==> src/adc_dataway_map.svh <==
// Constants for the dataway function decoder of the eight-channel converter.
// Assumes inclusion by the package and the design modules; definitions only.
`ifndef ADC_DATAWAY_MAP_SVH
`define ADC_DATAWAY_MAP_SVH

// Function codes
`define FN_READ_RESULT 5'h00
`define FN_READ_CONFIG 5'h01
`define FN_READ_CLEAR 5'h02
`define FN_TEST_LAM 5'h08
`define FN_CLEAR 5'h09
`define FN_WRITE_CONFIG 5'h11
`define FN_WRITE_THRESH 5'h14
`define FN_LAM_DISABLE 5'h18
`define FN_SOFT_TRIGGER 5'h19
`define FN_LAM_ENABLE 5'h1a
`define FN_TEST_STATUS 5'h1b

// Subaddress values
`define SUB_PATTERN 4'h8
`define SUB_LAST_CHANNEL 4'h7

// Configuration word field positions
`define CFG_READY_BIT 0
`define CFG_ENABLE_BIT 1
`define CFG_MODE_LSB 2
`define CFG_GATE_LSB 4

// Reset values
`define CFG_RESET 8'h00
`define RESULT_RESET 12'h000
`define THRESH_RESET 8'h00

// Gate timing
`define GATE_STEP_NS 1000
`define CLK_PERIOD_NS 50
`define GATE_MIN_CODE 4'h1

`endif

==> src/adc_dataway_pkg.sv <==
// Types shared by the dataway function decoder and its gate timer.
// Assumes the map header is reachable by bare name on the include path.
`include "adc_dataway_map.svh"

package adc_dataway_pkg;

  // Acquisition modes held in the configuration word
  typedef enum logic [1:0] {
    MODE_AUTO = 2'b00,
    MODE_EXTERNAL = 2'b01,
    MODE_SOFTWARE = 2'b10,
    MODE_SELF_TEST = 2'b11
  } acq_mode_t;

  // One dataway command cycle
  typedef struct packed {
    logic strobe;
    logic [4:0] func;
    logic [3:0] sub;
    logic [7:0] wdata;
  } dataway_cmd_t;

  // Command answer
  typedef struct packed {
    logic x;
    logic q;
    logic [11:0] rdata;
  } dataway_resp_t;

  // Result delivered by the converter sequencer
  typedef struct packed {
    logic valid;
    logic [2:0] chan;
    logic [11:0] value;
  } conv_result_t;

endpackage

==> src/gate_width_timer.sv <==
// Per-channel peak gate timer: turns the four-bit gate code into a gate pulse.
// Assumes a start pulse from the trigger logic on the same clock.
`timescale 1ns/1ps
`include "adc_dataway_map.svh"

module gate_width_timer
  import adc_dataway_pkg::*;
#(
  parameter int CNT_W = 10
) (
  // Clock and reset
  input wire logic i_ref_clk,
  input wire logic i_reset_n,
  // Control
  input wire logic i_start,
  input wire logic [3:0] i_gate_code,
  // Gate output
  output logic o_gate
);

  // Cycles in one gate step
  localparam logic [CNT_W-1:0] STEP_CYCLES =
    CNT_W'(`GATE_STEP_NS / `CLK_PERIOD_NS);

  logic [CNT_W-1:0] tick_q; // Cycles within the current step
  logic [3:0] steps_q; // Steps still to run
  logic [3:0] code_eff; // Code with 0 folded onto 1

  // Codes 0 and 1 both mean one step [RULE23]
  assign code_eff = (i_gate_code < `GATE_MIN_CODE) ? `GATE_MIN_CODE : i_gate_code;

  // Step counter; a start during a gate restarts it
  always_ff @(posedge i_ref_clk or negedge i_reset_n) begin
    if (!i_reset_n) begin
      tick_q <= '0;
      steps_q <= 4'h0;
    end else if (i_start) begin
      tick_q <= STEP_CYCLES - CNT_W'(1);
      steps_q <= code_eff; // [RULE23]
    end else if (steps_q != 4'h0) begin
      if (tick_q == '0) begin
        tick_q <= STEP_CYCLES - CNT_W'(1);
        steps_q <= steps_q - 4'h1;
      end else begin
        tick_q <= tick_q - CNT_W'(1);
      end
    end
  end

  // Gate open while steps remain
  assign o_gate = (steps_q != 4'h0);

endmodule

==> src/adc_function_decoder.sv <==
// Dataway function decoder and register set for an eight-channel peak converter.
// Assumes dataway lines are synchronised in the crate interface; Z and C arrive
// as one-cycle pulses on the reference clock, converter results likewise.
//
// Functional notes
// RULE1 - F0 reads result, nothing changes
// RULE2 - F1 A0-7 returns configuration word
// RULE3 - Config bit 0 shows live ready flag
// RULE4 - F1 A8 returns ready pattern
// RULE5 - Pattern read Q is OR of flags
// RULE6 - F2 reads result then clears channel
// RULE7 - F8 Q when LAM enabled and ready
// RULE8 - F9 or C clears results, LAM, lamp
// RULE9 - Z clears everything, disables LAM; code keeps thresholds on Z
// RULE10 - F17 writes config, W1 ignored
// RULE11 - W2 enables the channel
// RULE12 - W4 W3 select acquisition mode
// RULE13 - W5 to W8 give gate width
// RULE14 - F20 writes low/high thresholds by subaddress
// RULE15 - F24 disables LAM generation
// RULE16 - F25 triggers all stretchers
// RULE17 - F26 enables LAM generation
// RULE18 - F27 Q is OR of flags
// RULE19 - Subaddress ignored for global functions
// RULE20 - Controller follows setup and polling order
// RULE21 - Read-and-clear of all leaves device ready
// RULE22 - X on valid functions, Q unless tested
// RULE23 - Gate codes 0 and 1 both 1 us
// RULE24 - Stored result raises LAM when enabled
// RULE25 - LAM disabled after power-on
// RULE26 - Unlisted combinations: no X, Q, change
// RULE27 - Ready flag set on store, held
`timescale 1ns/1ps
`include "adc_dataway_map.svh"

module adc_function_decoder
  import adc_dataway_pkg::*;
#(
  parameter int NUM_CH = 8,
  parameter int GATE_CNT_W = 10
) (
  // Clock and reset
  input wire logic i_ref_clk,
  input wire logic i_reset_n,
  // Dataway command and dataway-wide commands
  input wire dataway_cmd_t i_cmd,
  input wire logic i_dataway_clear,
  input wire logic i_dataway_init,
  // Dataway answer
  output dataway_resp_t o_resp,
  output logic o_lam,
  // Converter side
  input wire conv_result_t i_conv,
  input wire logic [NUM_CH-1:0] i_external_trigger_input,
  output logic [NUM_CH-1:0] o_chan_enable,
  output logic [2*NUM_CH-1:0] o_chan_mode,
  output logic [NUM_CH-1:0] o_stretch_trigger,
  output logic [NUM_CH-1:0] o_self_test,
  output logic [NUM_CH-1:0] o_gate,
  output logic [8*NUM_CH-1:0] o_low_level,
  output logic [8*NUM_CH-1:0] o_high_level,
  // Front panel
  output logic o_ready_lamp
);

  // Per-channel storage
  logic [7:0] channel_config_q [NUM_CH]; // Stored configuration, bit 0 unused
  logic [11:0] channel_result_q [NUM_CH]; // Conversion results
  logic [7:0] window_low_level_q [NUM_CH]; // Low window thresholds
  logic [7:0] window_high_level_q [NUM_CH]; // High window thresholds
  logic [NUM_CH-1:0] ready_q; // Data-ready flags, the ready pattern
  logic lam_enable_q; // LAM generation enable
  logic lam_pending_q; // Latched LAM request
  logic lamp_q; // Data-ready indicator
  logic soft_trig_q; // Software trigger pulse
  dataway_resp_t resp_q; // Registered answer
  // Trigger pins arrive from another clock domain
  logic [NUM_CH-1:0] ext_meta_q; // First stage, read only by the second
  logic [NUM_CH-1:0] ext_sync_q; // Second stage, safe to decode

  // Decoded command strobes
  logic chan_sub; // Subaddress names a channel
  logic [2:0] ch; // Selected channel
  logic any_ready; // OR of all ready flags
  logic do_read_result, do_read_config, do_read_pattern, do_read_clear;
  logic do_test_lam, do_clear, do_write_config, do_write_thresh;
  logic do_lam_off, do_soft_trig, do_lam_on, do_test_status;
  logic valid_fn; // Function/subaddress pair is listed

  assign chan_sub = (i_cmd.sub <= `SUB_LAST_CHANNEL);
  assign ch = i_cmd.sub[2:0];
  assign any_ready = |ready_q;

  // Command decode; global functions ignore subaddress [RULE19]
  // Every strobe is qualified here once, so the state processes below
  // never see a half-decoded function while the strobe is low
  always_comb begin
    do_read_result = i_cmd.strobe && i_cmd.func == `FN_READ_RESULT && chan_sub;
    do_read_config = i_cmd.strobe && i_cmd.func == `FN_READ_CONFIG && chan_sub;
    do_read_pattern = i_cmd.strobe && i_cmd.func == `FN_READ_CONFIG &&
                      i_cmd.sub == `SUB_PATTERN;
    do_read_clear = i_cmd.strobe && i_cmd.func == `FN_READ_CLEAR && chan_sub;
    do_test_lam = i_cmd.strobe && i_cmd.func == `FN_TEST_LAM; // [RULE19]
    do_clear = i_cmd.strobe && i_cmd.func == `FN_CLEAR; // [RULE19]
    do_write_config = i_cmd.strobe && i_cmd.func == `FN_WRITE_CONFIG && chan_sub;
    do_write_thresh = i_cmd.strobe && i_cmd.func == `FN_WRITE_THRESH; // Any of 16
    do_lam_off = i_cmd.strobe && i_cmd.func == `FN_LAM_DISABLE; // [RULE19]
    do_soft_trig = i_cmd.strobe && i_cmd.func == `FN_SOFT_TRIGGER; // [RULE19]
    do_lam_on = i_cmd.strobe && i_cmd.func == `FN_LAM_ENABLE; // [RULE19]
    do_test_status = i_cmd.strobe && i_cmd.func == `FN_TEST_STATUS; // [RULE19]
    // Unlisted pairs give no X and touch nothing [RULE26]
    valid_fn = do_read_result | do_read_config | do_read_pattern | do_read_clear |
               do_test_lam | do_clear | do_write_config | do_write_thresh |
               do_lam_off | do_soft_trig | do_lam_on | do_test_status;
  end

  // Trigger pin synchroniser; costs two cycles of trigger latency
  always_ff @(posedge i_ref_clk or negedge i_reset_n) begin
    if (!i_reset_n) begin
      ext_meta_q <= '0;
      ext_sync_q <= '0;
    end else begin
      ext_meta_q <= i_external_trigger_input;
      ext_sync_q <= ext_meta_q;
    end
  end

  // Ready flags: set on store, cleared by F2, F9, C, Z
  // A store beats a same-cycle F2, F9 or C so no result is lost; Z beats all
  always_ff @(posedge i_ref_clk or negedge i_reset_n) begin
    if (!i_reset_n) begin
      ready_q <= '0;
    end else if (i_dataway_init) begin
      ready_q <= '0; // [RULE9]
    end else begin
      for (int i = 0; i < NUM_CH; i++) begin
        if (i_conv.valid && i_conv.chan == 3'(i)) begin
          ready_q[i] <= 1'b1; // Store wins [RULE27]
        end else if (i_dataway_clear || do_clear) begin
          ready_q[i] <= 1'b0; // [RULE8]
        end else if (do_read_clear && ch == 3'(i)) begin
          ready_q[i] <= 1'b0; // [RULE6] [RULE21]
        end
      end
    end
  end

  // Results; F0 reads leave them alone [RULE1]
  // Same priority as the ready flags, so a flag never outlives its result
  always_ff @(posedge i_ref_clk or negedge i_reset_n) begin
    if (!i_reset_n) begin
      for (int i = 0; i < NUM_CH; i++) channel_result_q[i] <= `RESULT_RESET;
    end else if (i_dataway_init) begin
      for (int i = 0; i < NUM_CH; i++) channel_result_q[i] <= `RESULT_RESET; // [RULE9]
    end else begin
      for (int i = 0; i < NUM_CH; i++) begin
        if (i_conv.valid && i_conv.chan == 3'(i)) begin
          channel_result_q[i] <= i_conv.value; // Store wins over C and F9 [RULE27]
        end else if (i_dataway_clear || do_clear) begin
          channel_result_q[i] <= `RESULT_RESET; // [RULE8]
        end else if (do_read_clear && ch == 3'(i)) begin
          channel_result_q[i] <= `RESULT_RESET; // [RULE6]
        end
      end
    end
  end

  // Configuration words; W1 never stored [RULE10]
  // Only reset and Z clear them; C keeps the setup for the next acquisition
  always_ff @(posedge i_ref_clk or negedge i_reset_n) begin
    if (!i_reset_n) begin
      for (int i = 0; i < NUM_CH; i++) channel_config_q[i] <= `CFG_RESET;
    end else if (i_dataway_init) begin
      for (int i = 0; i < NUM_CH; i++) channel_config_q[i] <= `CFG_RESET; // [RULE9]
    end else if (do_write_config) begin
      channel_config_q[ch] <= {i_cmd.wdata[7:1], 1'b0}; // [RULE10]
    end
  end

  // Thresholds; Z leaves them untouched
  // Only power-on reset clears them, so a Z keeps the window settings
  always_ff @(posedge i_ref_clk or negedge i_reset_n) begin
    if (!i_reset_n) begin
      for (int i = 0; i < NUM_CH; i++) begin
        window_low_level_q[i] <= `THRESH_RESET;
        window_high_level_q[i] <= `THRESH_RESET;
      end
    end else if (do_write_thresh) begin
      // Odd subaddress is high level of channel sub/2 [RULE14]
      if (i_cmd.sub[0]) begin
        window_high_level_q[i_cmd.sub[3:1]] <= i_cmd.wdata;
      end else begin
        window_low_level_q[i_cmd.sub[3:1]] <= i_cmd.wdata;
      end
    end
  end

  // LAM enable: off at reset and on Z, F24 off, F26 on
  always_ff @(posedge i_ref_clk or negedge i_reset_n) begin
    if (!i_reset_n) begin
      lam_enable_q <= 1'b0; // [RULE25]
    end else if (i_dataway_init || do_lam_off) begin
      lam_enable_q <= 1'b0; // [RULE9] [RULE15]
    end else if (do_lam_on) begin
      lam_enable_q <= 1'b1; // [RULE17]
    end
  end

  // Pending LAM: raised by a store while enabled, dropped with the data
  // A store in the same cycle as C or F9 keeps the request, so the new
  // result is still announced; Z always wins
  always_ff @(posedge i_ref_clk or negedge i_reset_n) begin
    if (!i_reset_n) begin
      lam_pending_q <= 1'b0;
    end else if (i_conv.valid && lam_enable_q && !i_dataway_init) begin
      lam_pending_q <= 1'b1; // Store wins over clear [RULE24]
    end else if (i_dataway_init || i_dataway_clear || do_clear || !lam_enable_q) begin
      lam_pending_q <= 1'b0; // [RULE8] [RULE9] [RULE15]
    end else if (!any_ready) begin
      lam_pending_q <= 1'b0; // Last flag read out [RULE21]
    end
  end

  // Indicator lamp follows stored data
  // The lamp is shared, so any F2 puts it out even if other flags remain
  always_ff @(posedge i_ref_clk or negedge i_reset_n) begin
    if (!i_reset_n) begin
      lamp_q <= 1'b0;
    end else if (i_conv.valid && !i_dataway_init) begin
      lamp_q <= 1'b1; // Store wins except over Z [RULE27]
    end else if (i_dataway_init || i_dataway_clear || do_clear || do_read_clear) begin
      lamp_q <= 1'b0; // [RULE6] [RULE8] [RULE9]
    end
  end

  // Software trigger to every stretcher, one cycle
  // Registered so the pulse is clean although the decode is combinational
  always_ff @(posedge i_ref_clk or negedge i_reset_n) begin
    if (!i_reset_n) begin
      soft_trig_q <= 1'b0;
    end else begin
      soft_trig_q <= do_soft_trig; // [RULE16]
    end
  end

  // Answer: data, X on valid, Q per function
  // Held for one cycle; the read lines fall back to zero when idle
  // so a stale word never looks like a fresh answer
  always_ff @(posedge i_ref_clk or negedge i_reset_n) begin
    if (!i_reset_n) begin
      resp_q <= '0;
    end else begin
      resp_q.x <= valid_fn; // [RULE22] [RULE26]
      resp_q.rdata <= 12'h000;
      if (do_test_lam) begin
        resp_q.q <= lam_enable_q && any_ready; // [RULE7]
      end else if (do_read_pattern || do_test_status) begin
        resp_q.q <= any_ready; // [RULE5] [RULE18]
      end else begin
        resp_q.q <= valid_fn; // [RULE22]
      end
      if (do_read_result || do_read_clear) begin
        resp_q.rdata <= channel_result_q[ch]; // [RULE1] [RULE6]
      end else if (do_read_config) begin
        // Bit 0 shows the live flag [RULE2] [RULE3]
        resp_q.rdata <= {4'h0, channel_config_q[ch][7:1], ready_q[ch]};
      end else if (do_read_pattern) begin
        resp_q.rdata <= {4'h0, ready_q[7:0]}; // [RULE4]
      end
    end
  end

  // Per-channel configuration fan-out and gate timers
  // Auto mode starts its gate on the analog side, not here
  for (genvar g = 0; g < NUM_CH; g++) begin : g_chan
    logic start; // Gate start for this channel
    acq_mode_t mode; // Decoded mode
    assign mode = acq_mode_t'(channel_config_q[g][`CFG_MODE_LSB +: 2]); // [RULE12]
    assign o_chan_enable[g] = channel_config_q[g][`CFG_ENABLE_BIT]; // [RULE11]
    assign o_chan_mode[2*g +: 2] = mode;
    assign o_self_test[g] = (mode == MODE_SELF_TEST);
    assign o_stretch_trigger[g] = soft_trig_q; // All channels [RULE16]
    assign o_low_level[8*g +: 8] = window_low_level_q[g];
    assign o_high_level[8*g +: 8] = window_high_level_q[g];
    // Start only when enabled and the result slot is empty
    // A full slot ignores triggers until F2, F9, C or Z empties it
    assign start = o_chan_enable[g] && !ready_q[g] &&
                   (((mode == MODE_SOFTWARE || mode == MODE_SELF_TEST) && soft_trig_q) ||
                    (mode == MODE_EXTERNAL && ext_sync_q[g]));
    gate_width_timer #(
      .CNT_W(GATE_CNT_W)
    ) u_gate (
      .i_ref_clk(i_ref_clk),
      .i_reset_n(i_reset_n),
      .i_start(start),
      .i_gate_code(channel_config_q[g][`CFG_GATE_LSB +: 4]), // [RULE13]
      .o_gate(o_gate[g])
    );
  end

  // Outputs
  // LAM gated by the enable so F24 silences a pending request at once
  assign o_resp = resp_q;
  assign o_lam = lam_pending_q && lam_enable_q; // [RULE24]
  assign o_ready_lamp = lamp_q;

endmodule

==> config.mk <==
export PLATFORM = sky130hd
export DESIGN_NAME = adc_function_decoder
export DESIGN_NICKNAME = d
export VERILOG_FILES = /design/src/adc_dataway_pkg.sv /design/src/gate_width_timer.sv /design/src/adc_function_decoder.sv
export VERILOG_INCLUDE_DIRS = /design/src
export SDC_FILE = /design/constraint.sdc
export NUM_CORES = 1
export LEC_CHECK = 0
export BUFFER_PORTS_ARGS = -buffer_cell sky130_fd_sc_hd__buf_2
export CORE_MARGIN = 2
export CORE_UTILIZATION = 45
export DETAILED_ROUTE_END_ITERATION = 10
export HOLD_SLACK_MARGIN = 0.06
export SYNTH_ARGS = -nofsm -noshare
export SYNTH_HDL_FRONTEND = slang
export SYNTH_SLANG_ARGS = --single-unit
==> constraint.sdc <==
create_clock -name i_ref_clk -period 5.5 [get_ports i_ref_clk]
set_input_delay 0.55 -clock i_ref_clk [delete_from_list [all_inputs] [get_ports i_ref_clk]]
set_output_delay 0.55 -clock i_ref_clk [all_outputs]
set_load 0.02 [all_outputs]
* Word level (Yosys, flattened, before mapping)
Index checks and enable logic that the tools add are counted. Widths: inputs -> output; s select.
Storage, ports and cells: input port bits 46, flip-flop bits (word level) 442, word-level logic and storage cells 456, memories 0, memory bits (read-only) 0, output and inout bits 192, memory bits (writable) 0, latch bits 0
Cells by class: $add $sub $neg 16, reductions and logical operators 162, muxes and demuxes 135, bitwise gates (word level) 14, shifts and indexed selects 0, div/mod/pow operators 0, equal/unequal tests 50, $mul 0, $lt $le $gt $ge 14
Operators by type and width (count):
- $mux 12 | 28
- $mux 10 | 24
- $bwmux 64 | 3
- $mux 4 | 32
- $mux 64 | 2
- $mux 96 | 1
- $logic_not 10->1 | 8
- $sub 10x1->10 const B | 8
- $logic_and 1x1->1 | 71
- $reduce_bool 4->1 | 16
- $demux 8 s3 | 2
- $mux 8 | 6
- $lt 4x1->1 const B | 10
- $reduce_bool 2->1 | 19
- $bmux 12 s3 | 1
- $mux 1 | 34
- $eq 2x2->1 const B | 16
- $sub 4x1->4 const B | 8
- $eq 5x5->1 const B | 6
- $bmux 8 s3 | 1
- $eq 3x3->1 const B | 8
- $logic_or 1x1->1 | 24
- $reduce_and 2->1 | 10
- $eq 2x1->1 const B | 8
- 18 further kinds | 45

* Depth between registers and ports, before layout
Gate-level depths: netlist (run 1).
depth after elaboration 16, gate-level depth with buffers 9, mapped depth without buffers 8

* Cells and area by module
From an unflattened synthesis (run 1), not the netlist that was laid out.
Second synthesis, totals: cells, all modules 1693, area, all modules 20517.2 um2
By module, submodules not included:
- adc_function_decoder | area an instance 13988.4 um2, sequential area each 8057.7 um2, instances 1, cells each 1036
- gate_width_timer (g_chan[1].u_gate ...) | area an instance 824.5 um2, sequential area each 350.3 um2, instances 6, cells each 82
- gate_width_timer (g_chan[7].u_gate) | area an instance 799.5 um2, sequential area each 350.3 um2, instances 1, cells each 84
- gate_width_timer (g_chan[0].u_gate) | area an instance 782.0 um2, sequential area each 350.3 um2, instances 1, cells each 81

* Worst setup path after synthesis (run 1)
OpenSTA, ideal clock, no wires.
path kind input to register, start input port i_cmd[13] (netlist name), end register window_low_level_q (netlist bit o_low_level[0]), arrival time 2.248 ns, data required time 5.375 ns, path slack 3.127 ns, buffers on the path 1, cell stages on the path 5, cells stage by stage clkbuf_1 > nor4b_4 > nand3b_1 > nor4_2 > mux2_2
On the way: cells in the longest elaborated chain, start to end 3
Ends and longest elaborated chain:
- start, declared | line adc_function_decoder.sv:46 | input wire dataway_cmd_t i_cmd,
- $eq 5x5->1 (no source line)
- $logic_and 1x1->1 (no source line)
- $reduce_and 2->1 (no source line)
- end signal, assigned by index | line adc_function_decoder.sv:185 | window_low_level_q[i] <= `THRESH_RESET;
- end signal, assigned by index | line adc_function_decoder.sv:193 | window_low_level_q[i_cmd.sub[3:1]] <= i_cmd.wdata;
- end, declared | line adc_function_decoder.sv:69 | logic [7:0] window_low_level_q [NUM_CH];
No other way between the ends. A chain may end at the register's enable or synchronous reset.

* Worst setup path after layout (run 1)
start register g_chan[7].u_gate.steps_q[0], end output port o_gate[7]
On the way: cells in the longest elaborated chain, start to end 1
Ends and longest elaborated chain:
- start, declared | line gate_width_timer.sv:26 | logic [3:0] steps_q;
- start signal, assigned | line gate_width_timer.sv:39 | steps_q <= code_eff;
- start signal, assigned | line gate_width_timer.sv:43 | steps_q <= steps_q - 4'h1;
- $reduce_bool 4->1 | line gate_width_timer.sv:51 | assign o_gate = (steps_q != 4'h0);
- end, declared | line adc_function_decoder.sv:59 | output logic [NUM_CH-1:0] o_gate,
No other way between the ends.

==> results.md, run 1 <==
* CTS tree: done
* Average wire per standard cell at 21.8 um
* Initial DRC count at 1048
* Power Density at 394 mW/mm^2
* Worst Tran Pin Value at 1120 ps
* DRC at 0
* Worst setup EP type: output pin
* Seq/Total Area, Yosys at 53.1%
* Die Y-Extent at 217 um
* LEAKAGE at 0.0117 uW
* RSZ-0062 raised after global routing: no
* Final GP Congestion at 0.798
* Startpoint types: flip-flop
* Largest net degree at the start of global routing at 138
* Dominant synthesized flop cell: dfrtp_1
* Crit share post-route at 49.3%
* All-Layer GR Usage at 23.8%
* R2r endpoint: g_chan[1].u_gate.tick_q[4]$_DFFE_PN0P_
* Chip width at 217 um
* Final Hold Fails at 0
* Power Total at 9290 uW
* Layout cells sized above 1 at 28.5%
* Post-Place Cells at 2446
* Final nets at 1974
* Library cells used by synthesis at 65
* Clk_skew at 18.4 ps
* #FFs+latches synth at 434
* Via Count at 14738
* Maxcap violations at 0
* Post-CTS Setup Bufs at 0
* Worst hold-check path type: in2async
* Post-synth ARST share at 100%
* Fmax at 369 MHz
* Initial Utilization at 45.4%
* First-pass GRT wire length at 87400 um
* Synth Instances at 1728
* Synthesized area at 0.0205 sq mm
* Clock sink count at 434
* Worst vdd ir at 0.263 mV
* CP max FO at 5
* Final Setup Violations at 0
* Worst skew pair latency at 590 ps
* Reg clk slew, reported paths at 60 ps
* Reg2Reg Setup Slack at 2800 ps
* Slew headroom at 25.4%
* Number of synthesized flops with an enable pin at 0
* Syn_nets at 1798
* Die footprint at 0.0472 sq mm
* Site Rows at 78
* Core Area at 0.0451 sq mm
* Post-layout min period at 2710 ps
* PortBufs at 237
* Source of the worst register-to-register timing path: g_chan[1].u_gate.steps_q[0]$_DFFE_PN0P_
* Number of detailed-route iterations in the first pass at 5
* Via density at 5.80
* Final antenna-violating net count at 0
* Layout Cells excl Fill at 2539
* Num ports at 238
* Detailed Place HPWL at 36900 um
* Kind of critical path: reg2out
* Total CTS buffers at 47
* Clock Tree Buf Depth at 3
* Vias in the first global route at 14842
* Yosys warnings at 0
* H-Tree Depth at 2
* Drt total wl at 55400 um
* Slew Viols, Final at 0
* CP required at 4950 ps
* Status: finished, final reports clean
* Accumulated negative setup slack at 0 ps
* Worst reg2reg path depth at 8
* Signal arrival time at the worst endpoint at 2160 ps
* Layout area overhead at 15.1%
* Syn Area/Cell at 11.8 sq um
* Initial antenna violation count at 7
* Hold_ws at 43.9 ps
* Grt total ovfl at 0
* Clock root cell: clkbuf_16
==> critical path, stage by stage, from the launching register on <==
cell and delay [ps]:
dfrtp_1 400, inv_1 100, ha_1 150, nor3b_1 600, inv_1 130, buf_2 190
==> final cells by class <==
class,instances,area (sq um)
diodes,1,2.50
clock buffers,66,1390
clock inverters,17,156
fillers,4003,21500
inverters,51,191
multi-input cells,1099,8700
flip-flops and latches,434,10900
well taps,600,751
repair buffers,271,1500
==> layer usage <==
metal  part of all wire (%)  vias up  track usage [%]
li1                       -     6698                -
met1                     44     7496             31.9
met2                     46      437             37.7
met3                    7.6       97             6.85
met4                    2.3       10             6.67
met5                   0.11        -                0
==> power by group <==
part / internal (uW) / leakage (uW) / switching [uW]
combinational: 867 / 0.00511 / 1260
clock: 1850 / 0.000772 / 1310
sequential: 3630 / 0.00584 / 369
total: 6350 / 0.0117 / 2940
==> registers in the layout, indices dropped and copies added, names as in the netlist <==
register / cells
channel_result_q: 96
g_chan.u_gate.tick_q: 80
o_high_level: 64
o_low_level: 64
channel_config_q: 32
g_chan.u_gate.steps_q: 32
o_chan_mode: 16
o_resp: 14
ext_meta_q: 8
ext_sync_q: 8
o_chan_enable: 8
ready_q: 8
lam_enable_q: 1
lam_pending_q: 1
o_ready_lamp: 1
soft_trig_q: 1
==> cell usage in the layout (no fill, tap or decap), types with 26 or more instances in the layout <==
cell	instances
a22o_1	96
dfrtp_1	434
nor2_1	111
nor3_1	26
buf_2	236
clkbuf_16	48
inv_1	51
mux2_2	136
o21ai_0	59
a21oi_1	69
nand2_1	50
mux2i_1	105
or3_1	47
or4_1	37
mux4_2	30
==> through the flow <==
| stage | instance area (sq um) | utilization [%] | setup WS [ps] |
|---|---|---|---|
| finish | 23600 | 52.2 | 2790 |
| CTS | 23500 | 52.2 | 2580 |
| global route | 23500 | 52.2 | 2440 |
| global placement | 21900 | 48.6 | 2620 |
| detailed placement | 21900 | 48.6 | 2470 |
| floorplan | 20500 | - | 3130 |
==> cells in the mapped netlist, types with 8 or more instances <==
master    instances  area share, %
nand3_1          12           0.29
nor4_1           14           0.43
nor3_1           26           0.64
a21oi_1          69            1.7
dfrtp_1         434             53
a221oi_1         11           0.47
o31ai_1          24           0.88
o41ai_1           8           0.34
a22oi_1          11           0.40
mux2i_1         105            5.1
buf_1            17           0.31
a211oi_1          9           0.33
a22o_1           96            4.1
or2_2            15           0.46
xnor2_1           9           0.39
a21o_1           11           0.40
clkbuf_1         70            1.3
nand2_1          50           0.92
a31oi_1           9           0.28
nand3b_1         10           0.37
inv_1            51           0.94
mux2_2          136            7.5
buf_4            40            1.5
or3_1            47            1.4
buf_2            17           0.42
nor2_1          111            2.0
or4b_2            8           0.39
o21ai_0          59            1.4
mux4_2           30            3.3
nor3b_1          14           0.51
nand2b_1         21           0.64
ha_1             24            1.5
and2_1           16           0.49
nor2b_1          16           0.49
or4_1            37            1.4
nand4_1           8           0.24
nand4b_1         11           0.47
==> how the worst max path moves through the flow <==
stage	from	end	slack [ps]	cells past startpoint
finish	g_chan[7].u_gate.steps_q[0]$_DFFE_PN0P_	o_gate[7]	2790	5
global route	g_chan[1].u_gate.steps_q[0]$_DFFE_PN0P_	g_chan[1].u_gate.tick_q[4]$_DFFE_PN0P_	2440	8
CTS	g_chan[2].u_gate.steps_q[0]$_DFFE_PN0P_	g_chan[2].u_gate.tick_q[4]$_DFFE_PN0P_	2580	7
detailed placement	i_dataway_init	channel_result_q[70]$_DFFE_PN0P_	2470	7
global placement	i_dataway_init	channel_result_q[66]$_DFFE_PN0P_	2620	7
floorplan	i_cmd[13]	o_low_level[0]$_DFFE_PN0P_	3130	5
==> cell families (layout without fill, tap and decap cells) <==
group                      count (synthesis)  after routing  share of synthesized area, %
AOI/OAI and AO/OA                        333            333                          11.5
xor gates and xnor gates                  11             11                         0.471
adders and majority gates                 24             24                          1.47
buffers and inverters                    195            405                          4.41
DFF                                      434            434                          53.1
muxes                                    271            271                          15.9
other                                      0              1                             0
and+or+nand+nor                          460            460                          13.2
==> what timing repair did <==
action	4_1_cts	5_1_grt
gates resized for setup	0	0
hold endpoints to repair	8	0
hold buffers	8	0
Power figures use the tool's default switching activity.
==> run 2, diff against run 1 <==
Settings changed: ABC_AREA from default to 1.
Clock period 5.5 ns to 2.6 ns, I/O delays scaled along.
==> results.md, run 2 <==
* Drt total wl at 61100 um (was 55400 um)
* Reg area at 0.0109 sq mm (unchanged)
* Slew Viols, Final at 0 (unchanged)
* Detailed Place HPWL at 43000 um (was 36900 um)
* Layout cells sized above 1 at 15.3% (was 28.5%)
* Reg clk slew, reported paths at 60 ps (about the same)
* Post-synth top area cell: dfrtp_1 (unchanged)
* Worst Tran Pin Value at 944 ps (was 1120 ps)
* Chip width at 218 um (was 217 um)
* Syn Area/Cell at 8.22 sq um (was 11.8 sq um)
* DRC at 0 (unchanged)
* Dominant synthesized flop cell: dfrtp_1 (unchanged)
* Clock root cell: clkbuf_16 (unchanged)
* Area occupied by multi-input gates at 0.00765 sq mm (was 0.00870 sq mm)
* Site Rows at 78 (unchanged)
* Post-CTS Setup Bufs at 0 (unchanged)
* Top-count cell post-synth: nand2_1 (was dfrtp_1)
* Clock Tree Buf Depth at 3 (unchanged)
* Library cells used by synthesis at 39 (was 65)
* Grt total ovfl at 0 (unchanged)
* Startpoint types: flip-flop (unchanged)
* Hold Crit Start: i_cmd[15]
* Crit share post-route at 85.9%
* Vias in the first global route at 16954 (was 14842)
* Post-Place Cells at 3249 (was 2446)
* # resized after CTS at 0 (unchanged)
* Commonest non-fill, non-tap cell in the layout: nand2_1 (was dfrtp_1)
* Clock sink count at 434 (unchanged)
* Place WS at 375 ps (was 2470 ps)
* Final antenna-violating net count at 0 (unchanged)
* Yosys warnings at 0 (unchanged)
* Largest register by flop count: channel_result_q (unchanged)
* Core Area at 0.0453 sq mm (was 0.0451 sq mm)
* Final nets at 2805 (was 1974)
* CP startpoint: soft_trig_q$_DFF_PN0_ (was g_chan[7].u_gate.steps_q[0]$_DFFE_PN0P_)
* Fillers at 4276 (was 4003)
* Die Y-Extent at 218 um (was 217 um)
* First-pass GRT wire length at 95500 um (was 87400 um)
* Worst Setup Slack, final at 366 ps (was 2790 ps)
* Power Density at 844 mW/mm^2 (was 394 mW/mm^2)
* Post-layout min period at 2230 ps
* Average wire per standard cell at 18.1 um (was 21.8 um)
* All-Layer GR Usage at 25.8% (was 23.8%)
* Initial Utilization at 45.5% (was 45.4%)
* Worst skew pair latency at 600 ps (was 590 ps)
* Final Setup Violations at 0 (unchanged)
* Fmax at 448 MHz
* CTS tree: done (unchanged)
* RSZ-0062 raised after global routing: no (unchanged)
* Top cells by count, synth: nand2_1, dfrtp_1, inv_1 (was dfrtp_1, mux2_2, nor2_1)
* Synthesized area at 0.0206 sq mm (was 0.0205 sq mm)
* Max reg flops at 96 (unchanged)
* Accumulated negative setup slack at 0 ps (unchanged)
* PortBufs at 237 (unchanged)
* CP required at 3120 ps (was 4950 ps)
* Worst vdd ir at 0.512 mV (was 0.263 mV)
* Syn_nets at 2576 (was 1798)
* Clk_skew at 12.8 ps (was 18.4 ps)
* Commonest non-fill, non-tap cells in the layout: nand2_1, dfrtp_1, inv_1, o21ai_0, nor2_1 (was dfrtp_1, buf_2, mux2_2, nor2_1, mux2i_1)
* Seq/Total Area, Yosys at 52.7% (was 53.1%)
* Via Count at 17683 (was 14738)
* Num ports at 238 (unchanged)
* Synth top area cells: dfrtp_1, nand2_1, o21ai_0 (was dfrtp_1, mux2_2, mux2i_1)
* Top flop regs: channel_result_q x96, g_chan.u_gate.tick_q x80 (unchanged)
* Final Hold Fails at 0 (unchanged)
* Layout area overhead at 17.0% (was 15.1%)
* Number of detailed-route iterations in the first pass at 6 (was 5)
* Final GP Congestion at 0.899 (was 0.798)
* Post-synth ARST share at 100% (unchanged)
* Initial antenna violation count at 3 (was 7)
* Via density at 5.24 (was 5.80)
* Slew headroom at 36.8% (was 25.4%)
* H-Tree Depth at 2 (unchanged)
* Synth Instances at 2506 (was 1728)
* Kind of critical path: reg2reg (was reg2out)
* Layout Cells excl Fill at 3374 (was 2539)
* Worst hold-check path type: in2reg (was in2async)
* Synth top area share at 52.7% (was 53.1%)
* Worst setup EP type: flip-flop (was output pin)
* Number of synthesized flops with an enable pin at 0 (unchanged)
* LEAKAGE at 0.0122 uW (was 0.0117 uW)
* Initial DRC count at 1456 (was 1048)
* Status: finished, final reports clean (unchanged)
* Total CTS buffers at 48 (was 47)
* #FFs+latches synth at 434 (unchanged)
* Maxcap violations at 0 (unchanged)
* Signal arrival time at the worst endpoint at 2750 ps (was 2160 ps)
* Largest net degree at the start of global routing at 70 (was 138)
* Die footprint at 0.0475 sq mm (was 0.0472 sq mm)
* Source of the worst register-to-register timing path: soft_trig_q$_DFF_PN0_ (was g_chan[1].u_gate.steps_q[0]$_DFFE_PN0P_)
* CP max FO at 15 (was 5)
[run 2: where the power goes]
group          internal [uW]  switching, uW  total (uW)
Clock                   4140           2950        7080
Sequential              7710            672        8380
Combinational           1750           3140        4890
Total                  13600           6760       20300
[run 2: critical path: stages (launching register included)]
cell	delay [ps]
dfrtp_1	550
inv_2	200
nand2_1	100
nand3_1	220
nand2_1	430
nand2_1	280
inv_2	230
nand2_1	70
o21ai_0	70
[run 2: final timing paths]
kind / endpoint / slack (ps) / cells past startpoint
min in group asynchronous: g_chan[1].u_gate.tick_q[4]$_DFFE_PN0P_ / 240 / 2
min reg2reg: ext_sync_q[4]$_DFF_PN0_ / 350 / 0
min: lam_enable_q$_DFFE_PN0P_ / 130 / 5
max in group asynchronous: g_chan[6].u_gate.steps_q[2]$_DFFE_PN0P_ / 1540 / 3
max reg2reg: g_chan[2].u_gate.steps_q[1]$_DFFE_PN0P_ / 370 / 8
max: g_chan[2].u_gate.steps_q[1]$_DFFE_PN0P_ / 370 / 8
[run 2: kinds of logic (layout without fill, tap and decap cells)]
| family | after synthesis | in the layout | synth area share (%) |
|---|---|---|---|
| xor gates and xnor gates | 28 | 28 | 1.19 |
| adders and majority gates | 24 | 24 | 1.46 |
| other | 0 | 1 | 0 |
| DFF | 434 | 434 | 52.7 |
| AOI/OAI and AO/OA | 501 | 501 | 13.3 |
| and+or+nand+nor | 1051 | 1051 | 21.2 |
| buffers and inverters | 468 | 735 | 10.2 |
[run 2: area by class of cell]
| type | instances | share of cell area (%) |
|---|---|---|
| inverter | 333 | 5.20 |
| clock buffer | 66 | 5.89 |
| multi-input combinational | 1604 | 31.7 |
| clock inverter | 22 | 0.955 |
| timing repair buffer | 314 | 8.05 |
| sequential | 434 | 45.1 |
| tap | 600 | 3.11 |
| antenna | 1 | 0.0104 |
[run 2: through the flow]
stage	power (uW)	utilization, %	cell area, sq um	hold slack (ps)
finish	20300	53.2	24100	127
global route	21600	53.2	24100	172
CTS	20500	53.2	24100	97.0
detailed placement	13300	48.8	22100	296
global placement	13200	48.8	22100	297
floorplan	12200	-	20600	-35.6
[run 2: layer usage]
layer  global-route usage [%]  wire length [um]  vias to the layer above  part of all wire [%]
met5                        0                27                        -                 0.044
met4                     9.14              1900                        4                   3.1
met3                     5.31              4370                      118                   7.1
met2                     40.2             28000                      595                    46
met1                     35.8             26800                     8520                    44
li1                         -                 -                     8446                     -
[run 2: repair_timing]
item | in CTS | in global routing
hold endpoints to repair | 162 | 0
endpoints found under the setup margin | 0 | 0
hold buffers | 36 | 0
==> run 3, diff against run 2 <==
Settings changed: ABC_AREA 1 to default.
==> results.md, run 3 (synthesized netlist as in run 1, its figures left out) <==
* Commonest non-fill, non-tap cell in the layout: dfrtp_1 (was nand2_1)
* Via Count at 15094 (was 17683)
* # resized after CTS at 0 (unchanged)
* Die footprint at 0.0472 sq mm (was 0.0475 sq mm)
* Post-Place Cells at 2511 (was 3249)
* Clock Tree Buf Depth at 3 (unchanged)
* GR Util met2 at 37.5% (was 40.2%)
* Slew Viols, Final at 0 (unchanged)
* Worst Setup Slack, final at 202 ps (was 366 ps)
* RSZ-0062 raised after global routing: no (unchanged)
* Crit share post-route at 92.2% (was 85.9%)
* All-Layer GR Usage at 24.0% (was 25.8%)
* Layout cells sized above 1 at 30.6% (was 15.3%)
* Initial antenna violation count at 2 (was 3)
* Total CTS buffers at 48 (unchanged)
* Commonest non-fill, non-tap cells in the layout: dfrtp_1, buf_2, mux2_2, nor2_1, mux2i_1 (was nand2_1, dfrtp_1, inv_1, o21ai_0, nor2_1)
* Average wire per standard cell at 21.4 um (was 18.1 um)
* Num ports at 238 (unchanged)
* Initial Utilization at 45.4% (was 45.5%)
* Final antenna-violating net count at 0 (unchanged)
* Reg clk slew, reported paths at 60 ps (about the same)
* CP required at 3120 ps (about the same)
* Accumulated negative setup slack at 0 ps (unchanged)
* Largest register by flop count: channel_result_q (unchanged)
* Clk_skew at 25.9 ps (was 12.8 ps)
* Final Setup Violations at 0 (unchanged)
* LEAKAGE at 0.0122 uW (about the same)
* Grt total ovfl at 0 (unchanged)
* Startpoint types: flip-flop (unchanged)
* Top Usage Layer GRT: met2 (unchanged)
* Worst skew pair latency at 620 ps (was 600 ps)
* Layout Cells excl Fill at 2623 (was 3374)
* Post-CTS Setup Bufs at 0 (unchanged)
* Final nets at 2056 (was 2805)
* Drt total wl at 56100 um (was 61100 um)
* H-Tree Depth at 2 (unchanged)
* Post-layout min period at 2400 ps (was 2230 ps)
* Site Rows at 78 (unchanged)
* DRC at 0 (unchanged)
* Final Hold Fails at 0 (unchanged)
* Top flop regs: channel_result_q x96, g_chan.u_gate.tick_q x80 (unchanged)
* Place WS at 200 ps (was 375 ps)
* First-pass GRT wire length at 88400 um (was 95500 um)
* N_diodes at 0 (was 1)
* Largest net degree at the start of global routing at 76 (was 70)
* Hold_ws at 146 ps (was 127 ps)
* Kind of critical path: reg2reg (unchanged)
* Worst Tran Pin Value at 1110 ps (was 944 ps)
* Worst vdd ir at 0.520 mV (was 0.512 mV)
* Layout area overhead at 19.2% (was 17.0%)
* Initial DRC count at 1096 (was 1456)
* Slew headroom at 25.8% (was 36.8%)
* Clock sink count at 434 (unchanged)
* Clock root cell: clkbuf_16 (unchanged)
* Vias in the first global route at 15321 (was 16954)
* Core Area at 0.0451 sq mm (was 0.0453 sq mm)
* Signal arrival time at the worst endpoint at 2910 ps (was 2750 ps)
* Final GP Congestion at 0.856 (was 0.899)
* # hold bufs at CTS at 25 (was 36)
* Met3 Resource Use GR at 6.11% (was 5.31%)
* Status: finished, final reports clean (unchanged)
* Max reg flops at 96 (unchanged)
* Via density at 5.75 (was 5.24)
* CTS tree: done (unchanged)
* Final core occ at 54.1% (was 53.2%)
* Worst hold-check path type: in2reg (unchanged)
* Die Y-Extent at 217 um (was 218 um)
* Detailed Place HPWL at 38900 um (was 43000 um)
* Chip width at 217 um (was 218 um)
* Maxcap violations at 0 (unchanged)
* Number of detailed-route iterations in the first pass at 6 (unchanged)
* PortBufs at 237 (unchanged)
* GRT met1 Usage at 32.5% (was 35.8%)
* Worst setup EP type: flip-flop (unchanged)
* Power Density at 837 mW/mm^2 (was 844 mW/mm^2)
* CP max FO at 7 (was 15)
* Fmax at 417 MHz (was 448 MHz)
[run 3: cell types whose count changed in the layout (fill, tap and decap cells not counted), sizes merged, moves of 50 or more]
cell   previous run  this run
nor2            264       111
mux2i             0       105
nand2           583        50
o21ai           321        63
or3               0        50
a22o              0        96
nand3           166        12
inv             333        54
mux2              0       136
[run 3: report_power, final]
part,total (uW),switching (uW),internal [uW]
combinational,4740,2710,2030
clock,7210,2950,4260
sequential,8470,783,7680
[run 3: final timing paths]
path | from | to | slack [ps] | cells past startpoint
worst max-delay path | g_chan[2].u_gate.tick_q[6]$_DFFE_PN0P_ | g_chan[2].u_gate.steps_q[3]$_DFFE_PN0P_ | 200 | 4
min in group asynchronous | i_reset_n | ext_meta_q[0]$_DFF_PN0_ | 230 | 2
worst max register to register | g_chan[2].u_gate.tick_q[6]$_DFFE_PN0P_ | g_chan[2].u_gate.steps_q[3]$_DFFE_PN0P_ | 200 | 4
max in group asynchronous | i_reset_n | o_low_level[23]$_DFFE_PN0P_ | 1540 | 3
worst min register to register | ext_meta_q[4]$_DFF_PN0_ | ext_sync_q[4]$_DFF_PN0_ | 350 | 0
worst min-delay path | i_conv[15] | o_ready_lamp$_DFFE_PN0P_ | 150 | 3
[run 3: layout make-up]
type	count	area [sq um]
Tap cell	600	751
Sequential cell	434	10900
Inverter	51	191
Multi-Input combinational cell	1099	8700
Timing Repair Buffer	352	2210
Clock inverter	28	398
Fill cell	4000	20700
Clock buffer	59	1280
[run 3: worst max-delay path, stage by stage (launching register included)]
cell     delay [ps]
dfrtp_1         390
or4_4           570
or4_1           650
or4_1           520
a31oi_1         180
[run 3: metal layers]
layer,wire length (um),part of all wire [%]
met1,24500,44
met2,25800,46
met4,1610,2.9
met5,26,0.046
met3,4150,7.4
[run 3: stage by stage]
step / area (sq um) / total power (uW)
after floorplan: 20500 / 11900
after global placement: 22500 / 13100
final: 24400 / 20400
after global routing: 24400 / 21700
after detailed placement: 22500 / 13300
after CTS: 24400 / 20600
